<file path="config.mk">
export PLATFORM = sky130hd
export DESIGN_NAME = bsg_top
export DESIGN_NICKNAME = d
export VERILOG_FILES = /design/src/pkg/bsg_pkg.sv /design/src/hw/bsg_top.sv
export VERILOG_INCLUDE_DIRS = /design/src /design/src/pkg
export SDC_FILE = /design/constraint.sdc
export NUM_CORES = 1
export LEC_CHECK = 0
export ABC_AREA = 1
export ABC_CLOCK_PERIOD_IN_PS = 16950
export BUFFER_PORTS_ARGS = -buffer_cell sky130_fd_sc_hd__buf_4
export CORE_UTILIZATION = 61
export DETAILED_ROUTE_END_ITERATION = 8
export PLACE_DENSITY = 0.83
export SYNTH_ARGS = -nofsm -noshare
export SYNTH_HDL_FRONTEND = slang
export SYNTH_SLANG_ARGS = --single-unit
</file>
<file path="constraint.sdc">
create_clock -name MCLK -period 16.95 [get_ports MCLK]
set_input_delay 0.8475 -clock MCLK [delete_from_list [all_inputs] [get_ports MCLK]]
set_output_delay 0.8475 -clock MCLK [all_outputs]
set_load 0.01 [all_outputs]
</file>
<file path="src/pkg/bsg_consts.svh">
// Constants of the blit surface geometry and format stage.
// Assumes inclusion by bare name from the design files.
`ifndef BSG_CONSTS_SVH
`define BSG_CONSTS_SVH
`define BSG_A_SRC_SIZE   8'h00
`define BSG_A_DST_SIZE   8'h04
`define BSG_A_DST_XY     8'h08
`define BSG_A_SRC_XY     8'h0c
`define BSG_A_SRC_FMT    8'h10
`define BSG_A_DST_FMT    8'h14
`define BSG_A_CMD        8'h18
`define BSG_M_SIZE       32'h1fff1fff
`define BSG_M_XY         32'h1fff1fff
`define BSG_M_SRC_FMT    32'h00ff3fff
`define BSG_M_DST_FMT    32'h00073fff
`define BSG_M_CMD        32'h0000c10f
`define BSG_RST_REG      32'h00000000
`define BSG_XL 0
`define BSG_XH 12
`define BSG_YL 16
`define BSG_YH 28
`define BSG_STRH 13
`define BSG_TSTRH 6
`define BSG_FMTL 16
`define BSG_SFMTH 19
`define BSG_DFMTH 18
`define BSG_BSWZ 20
`define BSG_WSWZ 21
`define BSG_PKL 22
`define BSG_PKH 23
`define BSG_INIT 8
`define BSG_XDIR 14
`define BSG_YDIR 15
// Command codes (low nibble of the command register)
`define BSG_OP_BLT    4'h1
`define BSG_OP_STR    4'h2
`define BSG_OP_HOST   4'h3
`define BSG_OP_LINE   4'h6
`define BSG_OP_PLINE  4'h7
`define BSG_OP_POLY   4'h8
`define BSG_YUV_OFS   9'h080
`define BSG_K_RV      18'sh00167
`define BSG_K_GU      18'sh00058
`define BSG_K_GV      18'sh000b7
`define BSG_K_BU      18'sh001c6
`endif

</file>
<file path="src/pkg/bsg_pkg.sv">
// Types of the blit surface geometry and format stage.
// Assumes nothing beyond a SystemVerilog compiler.
package bsg_pkg;
   typedef enum logic [3:0] {
      BSG_S_MONO = 4'h0, BSG_S_8 = 4'h1, BSG_S_16 = 4'h3, BSG_S_24 = 4'h4,
      BSG_S_32 = 4'h5, BSG_S_YUYV = 4'h8, BSG_S_UYVY = 4'h9
   } bsg_sfmt_t;
   typedef enum logic [2:0] {
      BSG_D_8 = 3'h1, BSG_D_16 = 3'h3, BSG_D_24 = 3'h4, BSG_D_32 = 3'h5
   } bsg_dfmt_t;
   typedef enum logic [1:0] {
      BSG_P_STRIDE = 2'h0, BSG_P_BYTE = 2'h1, BSG_P_WORD = 2'h2
   } bsg_pack_t;
endpackage

</file>
<file path="src/hw/bsg_top.sv">
// Surface geometry, host-port swizzle and colour conversion for a blitter.
// Assumes one 25 MHz clock, a simple strobe register port, datapath pulses.
//
// Added by the designer: strobed register access and the placing of the registers.
`timescale 1ns/1ps
`include "bsg_consts.svh"
module bsg_top #(
   parameter int AW = 8
) (
   input  wire logic          MCLK,
   input  wire logic          RST,
   input  wire logic [AW-1:0] ADDR,
   input  wire logic [31:0]   WDATA,
   input  wire logic          WR,
   input  wire logic          RD,
   output logic      [31:0]   RDATA,
   input  wire logic          SRC_TILED,
   input  wire logic          DST_TILED,
   input  wire logic          SPAN_NEXT,
   input  wire logic          POLY_L_VLD,
   input  wire logic          POLY_R_VLD,
   input  wire logic [31:0]   POLY_XY,
   input  wire logic          HOST_VLD,
   input  wire logic [31:0]   HOST_DIN,
   output logic               HOST_DOUT_VLD,
   output logic      [31:0]   HOST_DOUT,
   input  wire logic          PIX_VLD,
   input  wire logic [31:0]   PIX_IN,
   input  wire logic [4:0]    PIX_IDX,
   input  wire logic [31:0]   COLOR_FG,
   input  wire logic [31:0]   COLOR_BG,
   output logic               PIX_OUT_VLD,
   output logic      [31:0]   PIX_OUT,
   output logic               PIX_BAD,
   output logic               LAUNCH,
   output logic      [12:0]   BLT_SRC_W,
   output logic      [12:0]   BLT_SRC_H,
   output logic      [12:0]   BLT_DST_W,
   output logic      [12:0]   BLT_DST_H,
   output logic               X_DIR,
   output logic               Y_DIR,
   output logic      [12:0]   SEG_X0,
   output logic      [12:0]   SEG_Y0,
   output logic      [12:0]   SEG_X1,
   output logic      [12:0]   SEG_Y1,
   output logic      [17:0]   SRC_STRIDE,
   output logic      [13:0]   DST_STRIDE,
   output logic      [4:0]    ALIGN
);
   logic [31:0] src_size, dst_size, dst_xy, src_xy, src_fmt, dst_fmt, cmd;
   logic [3:0]  op;
   logic        poly, mono, cmd_wr, init_wr;
   logic [5:0]  bpp;
   logic [18:0] row_bits;
   logic [17:0] next_stride;
   assign op      = cmd[3:0];
   assign poly    = (op == `BSG_OP_POLY);
   assign mono    = (src_fmt[`BSG_SFMTH:`BSG_FMTL] == bsg_pkg::BSG_S_MONO);
   assign cmd_wr  = WR && (ADDR == `BSG_A_CMD);
   assign init_wr = cmd_wr && WDATA[`BSG_INIT];

   // Register writes; hardware vertex updates win over a same-cycle write
   always_ff @(posedge MCLK or posedge RST) begin
      if (RST) begin
         src_size <= `BSG_RST_REG;
         dst_size <= `BSG_RST_REG;
         src_fmt  <= `BSG_RST_REG;
         dst_fmt  <= `BSG_RST_REG;
         cmd      <= `BSG_RST_REG;
      end else if (WR) begin
         unique case (ADDR)
            `BSG_A_SRC_SIZE: src_size <= WDATA & `BSG_M_SIZE;
            `BSG_A_DST_SIZE: dst_size <= WDATA & `BSG_M_SIZE;
            `BSG_A_SRC_FMT:  src_fmt  <= WDATA & `BSG_M_SRC_FMT;
            `BSG_A_DST_FMT:  dst_fmt  <= WDATA & `BSG_M_DST_FMT;
            `BSG_A_CMD:      cmd      <= WDATA & `BSG_M_CMD;
            default: ;
         endcase
      end
   end

   always_ff @(posedge MCLK or posedge RST) begin
      if (RST) begin
         src_xy <= `BSG_RST_REG;
      end else if (poly && POLY_L_VLD) begin
         src_xy <= POLY_XY & `BSG_M_XY;
      end else if (WR && ADDR == `BSG_A_SRC_XY) begin
         src_xy <= WDATA & `BSG_M_XY;
      end
   end

   always_ff @(posedge MCLK or posedge RST) begin
      if (RST) begin
         dst_xy <= `BSG_RST_REG;
      end else if (init_wr && WDATA[3:0] == `BSG_OP_POLY) begin
         dst_xy <= src_xy;
      end else if (poly && POLY_R_VLD) begin
         dst_xy <= POLY_XY & `BSG_M_XY;
      end else if (WR && ADDR == `BSG_A_DST_XY) begin
         dst_xy <= WDATA & `BSG_M_XY;
      end
   end

   // Read port, one cycle latency, unmapped reads zero
   always_ff @(posedge MCLK or posedge RST) begin
      if (RST) begin
         RDATA <= `BSG_RST_REG;
      end else if (RD) begin
         unique case (ADDR)
            `BSG_A_SRC_SIZE: RDATA <= src_size;
            `BSG_A_DST_SIZE: RDATA <= dst_size;
            `BSG_A_DST_XY:   RDATA <= dst_xy;
            `BSG_A_SRC_XY:   RDATA <= src_xy;
            `BSG_A_SRC_FMT:  RDATA <= src_fmt;
            `BSG_A_DST_FMT:  RDATA <= dst_fmt;
            `BSG_A_CMD:      RDATA <= cmd;
            default:         RDATA <= `BSG_RST_REG;
         endcase
      end else begin
         RDATA <= `BSG_RST_REG;
      end
   end

   // Geometry outputs
   always_ff @(posedge MCLK or posedge RST) begin
      if (RST) begin
         LAUNCH    <= 1'b0;
         BLT_SRC_W <= 13'h0000;
         BLT_SRC_H <= 13'h0000;
         BLT_DST_W <= 13'h0000;
         BLT_DST_H <= 13'h0000;
         X_DIR     <= 1'b0;
         Y_DIR     <= 1'b0;
      end else begin
         LAUNCH    <= init_wr;
         BLT_DST_W <= dst_size[`BSG_XH:`BSG_XL];
         BLT_DST_H <= dst_size[`BSG_YH:`BSG_YL];
         if (op == `BSG_OP_STR) begin
            BLT_SRC_W <= src_size[`BSG_XH:`BSG_XL];
            BLT_SRC_H <= src_size[`BSG_YH:`BSG_YL];
         end else begin
            BLT_SRC_W <= dst_size[`BSG_XH:`BSG_XL];
            BLT_SRC_H <= dst_size[`BSG_YH:`BSG_YL];
         end
         X_DIR <= (op == `BSG_OP_BLT) && cmd[`BSG_XDIR];
         Y_DIR <= (op == `BSG_OP_BLT || op == `BSG_OP_HOST) && cmd[`BSG_YDIR];
      end
   end

   // Segment end points for lines and polylines
   always_ff @(posedge MCLK or posedge RST) begin
      if (RST) begin
         SEG_X0 <= 13'h0000;
         SEG_Y0 <= 13'h0000;
         SEG_X1 <= 13'h0000;
         SEG_Y1 <= 13'h0000;
      end else if (op == `BSG_OP_LINE || op == `BSG_OP_PLINE) begin
         SEG_X0 <= src_xy[`BSG_XH:`BSG_XL];
         SEG_Y0 <= src_xy[`BSG_YH:`BSG_YL];
         SEG_X1 <= dst_xy[`BSG_XH:`BSG_XL];
         SEG_Y1 <= dst_xy[`BSG_YH:`BSG_YL];
      end
   end

   // Source bits per pixel
   always_comb begin
      unique case (src_fmt[`BSG_SFMTH:`BSG_FMTL])
         bsg_pkg::BSG_S_MONO: bpp = 6'h01;
         bsg_pkg::BSG_S_8:    bpp = 6'h08;
         bsg_pkg::BSG_S_16, bsg_pkg::BSG_S_YUYV, bsg_pkg::BSG_S_UYVY: bpp = 6'h10;
         bsg_pkg::BSG_S_24:   bpp = 6'h18;
         bsg_pkg::BSG_S_32:   bpp = 6'h20;
         default:             bpp = 6'h00;
      endcase
   end

   assign row_bits = 19'(BLT_SRC_W) * 19'(bpp);
   always_comb begin
      unique case (src_fmt[`BSG_PKH:`BSG_PKL])
         bsg_pkg::BSG_P_BYTE: next_stride = 18'((row_bits + 19'h00007) >> 3);
         bsg_pkg::BSG_P_WORD: next_stride = 18'(((row_bits + 19'h0000f) >> 4) << 1);
         default: next_stride = SRC_TILED ? {11'h000, src_fmt[`BSG_TSTRH:0]}
                                          : {4'h0, src_fmt[`BSG_STRH:0]};
      endcase
   end

   always_ff @(posedge MCLK or posedge RST) begin
      if (RST) begin
         SRC_STRIDE <= 18'h00000;
         DST_STRIDE <= 14'h0000;
      end else begin
         SRC_STRIDE <= next_stride;
         DST_STRIDE <= DST_TILED ? {7'h00, dst_fmt[`BSG_TSTRH:0]}
                                 : dst_fmt[`BSG_STRH:0];
      end
   end

   // Host blit first pixel alignment, advanced per span
   always_ff @(posedge MCLK or posedge RST) begin
      if (RST) begin
         ALIGN <= 5'h00;
      end else if (init_wr && WDATA[3:0] == `BSG_OP_HOST) begin
         ALIGN <= mono ? src_xy[4:0] : {3'h0, src_xy[1:0]};
      end else if (SPAN_NEXT && op == `BSG_OP_HOST) begin
         if (mono) begin
            ALIGN <= 5'(ALIGN + {SRC_STRIDE[1:0], 3'h0});
         end else begin
            ALIGN <= {3'h0, 2'(ALIGN[1:0] + SRC_STRIDE[1:0])};
         end
      end
   end

   // Host port swizzle
   logic [31:0] bswz, wswz;
   assign bswz = src_fmt[`BSG_BSWZ] ? {HOST_DIN[7:0], HOST_DIN[15:8],
                                       HOST_DIN[23:16], HOST_DIN[31:24]} : HOST_DIN;
   assign wswz = src_fmt[`BSG_WSWZ] ? {bswz[15:0], bswz[31:16]} : bswz;
   always_ff @(posedge MCLK or posedge RST) begin
      if (RST) begin
         HOST_DOUT_VLD <= 1'b0;
         HOST_DOUT     <= 32'h00000000;
      end else begin
         HOST_DOUT_VLD <= HOST_VLD;
         if (HOST_VLD) begin
            HOST_DOUT <= wswz;
         end
      end
   end

   // Colour conversion
   function automatic logic [7:0] clamp8(input logic signed [17:0] v);
      clamp8 = (v < 0) ? 8'h00 : (v > 18'sh000ff) ? 8'hff : v[7:0];
   endfunction

   logic [7:0]  cy, cu, cv, r8, g8, b8, a8;
   logic signed [17:0] su, sv;
   logic [31:0] next_pix;
   logic        next_bad, is_rgb;
   always_comb begin
      cy = PIX_IDX[0] ? PIX_IN[23:16] : PIX_IN[7:0];
      cu = PIX_IN[15:8];
      cv = PIX_IN[31:24];
      if (src_fmt[`BSG_SFMTH:`BSG_FMTL] == bsg_pkg::BSG_S_UYVY) begin
         cy = PIX_IDX[0] ? PIX_IN[31:24] : PIX_IN[15:8];
         cu = PIX_IN[7:0];
         cv = PIX_IN[23:16];
      end
      su = 18'(signed'({1'b0, cu}) - signed'(`BSG_YUV_OFS));
      sv = 18'(signed'({1'b0, cv}) - signed'(`BSG_YUV_OFS));
      is_rgb = 1'b1;
      a8 = 8'h00;
      r8 = PIX_IN[23:16];
      g8 = PIX_IN[15:8];
      b8 = PIX_IN[7:0];
      next_bad = 1'b0;
      next_pix = 32'h00000000;
      unique case (src_fmt[`BSG_SFMTH:`BSG_FMTL])
         bsg_pkg::BSG_S_16: begin
            r8 = {PIX_IN[15:11], PIX_IN[15:13]};
            g8 = {PIX_IN[10:5], PIX_IN[10:9]};
            b8 = {PIX_IN[4:0], PIX_IN[4:2]};
         end
         bsg_pkg::BSG_S_YUYV, bsg_pkg::BSG_S_UYVY: begin
            r8 = clamp8(18'($signed({10'h000, cy}) + ((`BSG_K_RV * sv) >>> 8)));
            g8 = clamp8(18'($signed({10'h000, cy}) - ((`BSG_K_GU * su + `BSG_K_GV * sv) >>> 8)));
            b8 = clamp8(18'($signed({10'h000, cy}) + ((`BSG_K_BU * su) >>> 8)));
         end
         bsg_pkg::BSG_S_24: ;
         bsg_pkg::BSG_S_32: a8 = (dst_fmt[`BSG_DFMTH:`BSG_FMTL] == bsg_pkg::BSG_D_32) ?
                                 PIX_IN[31:24] : 8'h00;
         default: is_rgb = 1'b0;
      endcase
      unique case (dst_fmt[`BSG_DFMTH:`BSG_FMTL])
         bsg_pkg::BSG_D_8: begin
            if (src_fmt[`BSG_SFMTH:`BSG_FMTL] == bsg_pkg::BSG_S_8) begin
               next_pix = {24'h000000, PIX_IN[7:0]};
            end else if (!mono) begin
               next_bad = 1'b1;
            end
         end
         bsg_pkg::BSG_D_16: begin
            if (src_fmt[`BSG_SFMTH:`BSG_FMTL] == bsg_pkg::BSG_S_16) begin
               next_pix = {16'h0000, PIX_IN[15:0]};
            end else begin
               next_pix = {16'h0000, r8[7:3], g8[7:2], b8[7:3]};
            end
            next_bad = !is_rgb && !mono;
         end
         bsg_pkg::BSG_D_24, bsg_pkg::BSG_D_32: begin
            next_pix = {a8, r8, g8, b8};
            next_bad = !is_rgb && !mono;
         end
         default: next_bad = 1'b1;
      endcase
      if (mono) begin
         next_pix = PIX_IN[{PIX_IDX[4:3], ~PIX_IDX[2:0]}] ? COLOR_FG : COLOR_BG;
      end
   end

   always_ff @(posedge MCLK or posedge RST) begin
      if (RST) begin
         PIX_OUT_VLD <= 1'b0;
         PIX_OUT     <= 32'h00000000;
         PIX_BAD     <= 1'b0;
      end else begin
         PIX_OUT_VLD <= PIX_VLD;
         if (PIX_VLD) begin
            PIX_OUT <= next_bad ? 32'h00000000 : next_pix;
            PIX_BAD <= next_bad;
         end
      end
   end
endmodule // bsg_top

</file>
==> results <==
- The run finished with clean final reports.
- Hold repair after CTS inserted 0 buffers.
- The clock latency on the worst-skew pair is about 580 ps.
- The clock arrives with ~18 ps of skew.
- The required time of the critical path is approximately 17000 ps.
- The vias after detailed routing is 25900.
- Setup repair after global routing left no endpoint under its margin.
- The initialized floorplan defines 76 standard-cell rows.
- By startpoint and endpoint, the worst setup path is classified as reg -> reg.
- The H-tree level count is 2.
- By area the synthesized netlist is led by dfrtp_1 (36%), nand2_1 (11%), ha_1 (9.6%).
- TritonCTS created 41 clock buffers.
- Counting instances in the post-synthesis netlist gives the leading cell types as nand2_1 (780), inv_1 (509), o21ai_0 (410).
- The first global-routing pass estimated 140 mm of wire.
- The portion of the post-synthesis area used by sequential elements is 0.359.
- The sum of net half-perimeters after detailed placement is roughly 70 mm.
- The leading cell type by number of instances after synthesis is nand2_1.
- The starting utilization of the core area is 0.623.
- The leakage power summed over all cells is 16.9 nW.
- The detailed-routing iteration count for the pre-antenna-repair pass is 8.
- For the pin with the worst max-slew slack, the measured transition is 1220 ps.
- The cell area power density is 137 nW/µm².
- The number of global-route vias before repair was 24915.
- The tree is rooted in a clkbuf_16.
- No sink is reached through more buffers than the 3 on the longest clock path.
- Dividing the final minimum period by the clock period gives 0.530.
- Entering global routing, the biggest net connects 134 pins.
- The most used flip-flop cell after synthesis is dfrtp_1.
- The register share of total power is 0.252.
- The DRC violation count after routing is 0.
- The total of buffers placed on input and output ports is 444.
- Routability-driven placement finished with a final weighted congestion of 1.00.
- The share of synthesized area in the top cell type comes to 0.359.
- The number of antenna violations at the first check in global routing came to 7.
- The fraction of registers with async set/reset is 1.00.
- The mean routed wirelength per cell is roughly 21 µm.
- The vias per cell is 5.87.
- The area of the mapped netlist is 27000 µm².
- The path type of the worst min-delay path is reg -> reg.
- The count of final hold-check violations came to 0.
- At the worst endpoint, the arrival time is 9440 ps.
- The clock share of power is 0.226.
- Post-CTS repair changed the size of 0 cells.
- Counting every instance in the synthesized netlist gives 3413.
- The final setup violation count is 0.
- The total net switching power is 0.00185 W.
- The maximum operating frequency is 111 MHz.
- Each instance of the synthesized netlist takes up on average between 7 and 8 µm².
- The kind of start point of the critical path is a register.
- Yosys mapped a number of flops with a built-in enable equal to 0.
- The die extent in x is 213 µm.
- The core region is 43400 µm².
- The internal power of the cells totals 0.00257 W.
- The floorplan step defined a die boundary enclosing 45200 µm².
- Measured against its own limit, the worst slew margin works out to 0.177.
- The kind of capture point of the worst setup path is a register.
- The area growth from synthesis to layout is 19.6%.
- At the end of the flow the core is filled with cells to 0.745.
- The final-layout setup total negative slack is 0 ps.
- The wire length reported by the detailed router is 92.2 mm.
- The aggregate global routing overflow is 0.
- The worst hold slack across all endpoints is 420 ps.
- The post-route minimum period is 8980 ps.
- At the end of the flow, the number of nets in the layout was around 4300.
- The number of DRC violations after detailed-routing iteration 0 is about 2600.
- The combinational share of power is 0.521.
- The largest total area in the synthesized netlist belongs to dfrtp_1.
- Of the total power, the share spent switching nets is 0.418.
- The clock transition at the registers of the reported paths is 60 ps.
- The share of post-route cells with drive strength above 1 is 0.164.
- The count of clock tree sinks is 388.
- In this design, the stage delay of the slowest critical-path cell is roughly 700 ps.
- TritonCTS built the clock tree.
- By instance count, the cell type seen most on the critical path is nand2_1.
- The floorplan step set the die height to between 200 and 250 µm.
- The netlist uses 62 different library cells.
- 459 I/O pins were placed.
- After synthesis the netlist holds a flip-flop and latch count of 388.
- Max-cap violations in this run came to 0.
- The number of setup buffers added after CTS is 0.
- The max-slew violation total from the final report is 0.
- Once detail routing completed, the nets flagged for antenna violations numbered 0.
- In this run the worst path has a maximum fanout of 29.
- The count of warnings emitted by yosys is 0.
- IR analysis of the VDD net gives a maximum drop of 0.118 mV.
- The cell at the slowest stage of the critical path is o21ai_0.
- Across every metal layer, demand over resource in global routing totals 0.409.
[cell type report]
cell class | count | area, µm²
multi-input cells | 2364 | 14800
flip-flops and latches | 388 | 9710
clock inverters | 18 | 310
repair buffers | 472 | 3540
inverters | 531 | 2000
diodes | 4 | 10.0
fillers | 3333 | 11000
clock buffers | 53 | 1170
well taps | 585 | 732
[critical path: cells and delay by family, from the launching register on]
| family | cells | cell delay, ps |
|---|---|---|
| simple gates | 18 | 1860 |
| flops | 1 | 480 |
| buf+inv | 8 | 990 |
| compound gates | 7 | 1740 |
| fa+ha+maj | 8 | 3380 |
| xor+xnor | 2 | 370 |
[through the flow]
| step | worst slack, ps | cell area (µm²) | instances | power (W) |
|---|---|---|---|---|
| after CTS | 8040 | 32300 | 4411 | 0.00440 |
| after detailed placement | 8060 | 30800 | 4340 | 0.00339 |
| final | 7970 | 32300 | 4415 | 0.00442 |
| after global routing | 7140 | 32300 | 4414 | 0.00476 |
| after floorplan | 5320 | 27000 | 3417 | 0.00276 |
| after global placement | 8160 | 30800 | 4340 | 0.00337 |
[metal layers]
| layer | vias up | track usage | routed length (µm) |
|---|---|---|---|
| met5 | - | 0.00779 | 52 |
| met1 | 12134 | 0.494 | 33500 |
| met4 | 8 | 0.283 | 6700 |
| met3 | 332 | 0.119 | 11100 |
| li1 | 11900 | - | - |
| met2 | 1526 | 0.631 | 40800 |
[final timing paths]
check	startpoint	to	slack, ps	cells past startpoint
max in group asynchronous	RST	BLT_DST_W[7]	14060	4
min in group asynchronous	RST	SEG_Y0[9]	460	2
setup reg to reg	src_fmt[16]	PIX_OUT[13]	7970	43
setup / recovery	src_fmt[16]	PIX_OUT[13]	7970	43
hold reg to reg	dst_fmt[3]	DST_STRIDE[3]	420	0
hold / removal	dst_fmt[3]	DST_STRIDE[3]	420	0
[kinds of logic (layout without fill, tap and decap cells)]
family	count (synthesis)	after routing	synth area share
buf+inv	665	1074	0.0945
mux	47	47	0.0181
compound gates	777	777	0.164
xor+xnor	71	71	0.0233
simple gates	1167	1167	0.179
other cells	1	9	0.000139
flops	388	388	0.359
fa+ha+maj	297	297	0.162
[registers in the layout, indices dropped and copies added (netlist names), 14 cells and up]
name and count:
src_xy 26, RDATA 29, src_fmt 22, dst_fmt 17
HOST_DOUT 32, PIX_OUT 32, dst_size 26, DST_STRIDE 14
dst_xy 26, SRC_STRIDE 16, src_size 26
[cells in the final DEF (no fill, tap or decap), types with 32 or more instances in the layout]
cell type  netlist  routed
fa_1            90      90
ha_1           207     207
nand3_1        145     141
o21ai_0        410     409
xor2_1          41      41
a21oi_1        147     147
nand2_1        780     780
mux2i_1         33      33
o211ai_1        71      71
clkbuf_16        0      43
inv_1          509     508
dfrtp_1        388     387
buf_4            9     472
o22a_1          32      32
nor2_1         160     159
[power groups by stage]
| stage | clock (W) | sequential (W) | combinational (W) |
|---|---|---|---|
| 4_1_cts | 0.00100 | 0.00111 | 0.00228 |
| 3_3_place_gp | 0 | 0.00112 | 0.00224 |
| 5_1_grt | 0.00104 | 0.00112 | 0.00260 |
| 6_report | 0.000999 | 0.00112 | 0.00230 |
| 2_1_floorplan | 0 | 0.00115 | 0.00161 |
| 3_5_place_dp | 0 | 0.00112 | 0.00226 |
Note: power is estimated with default switching activity, not from simulation.
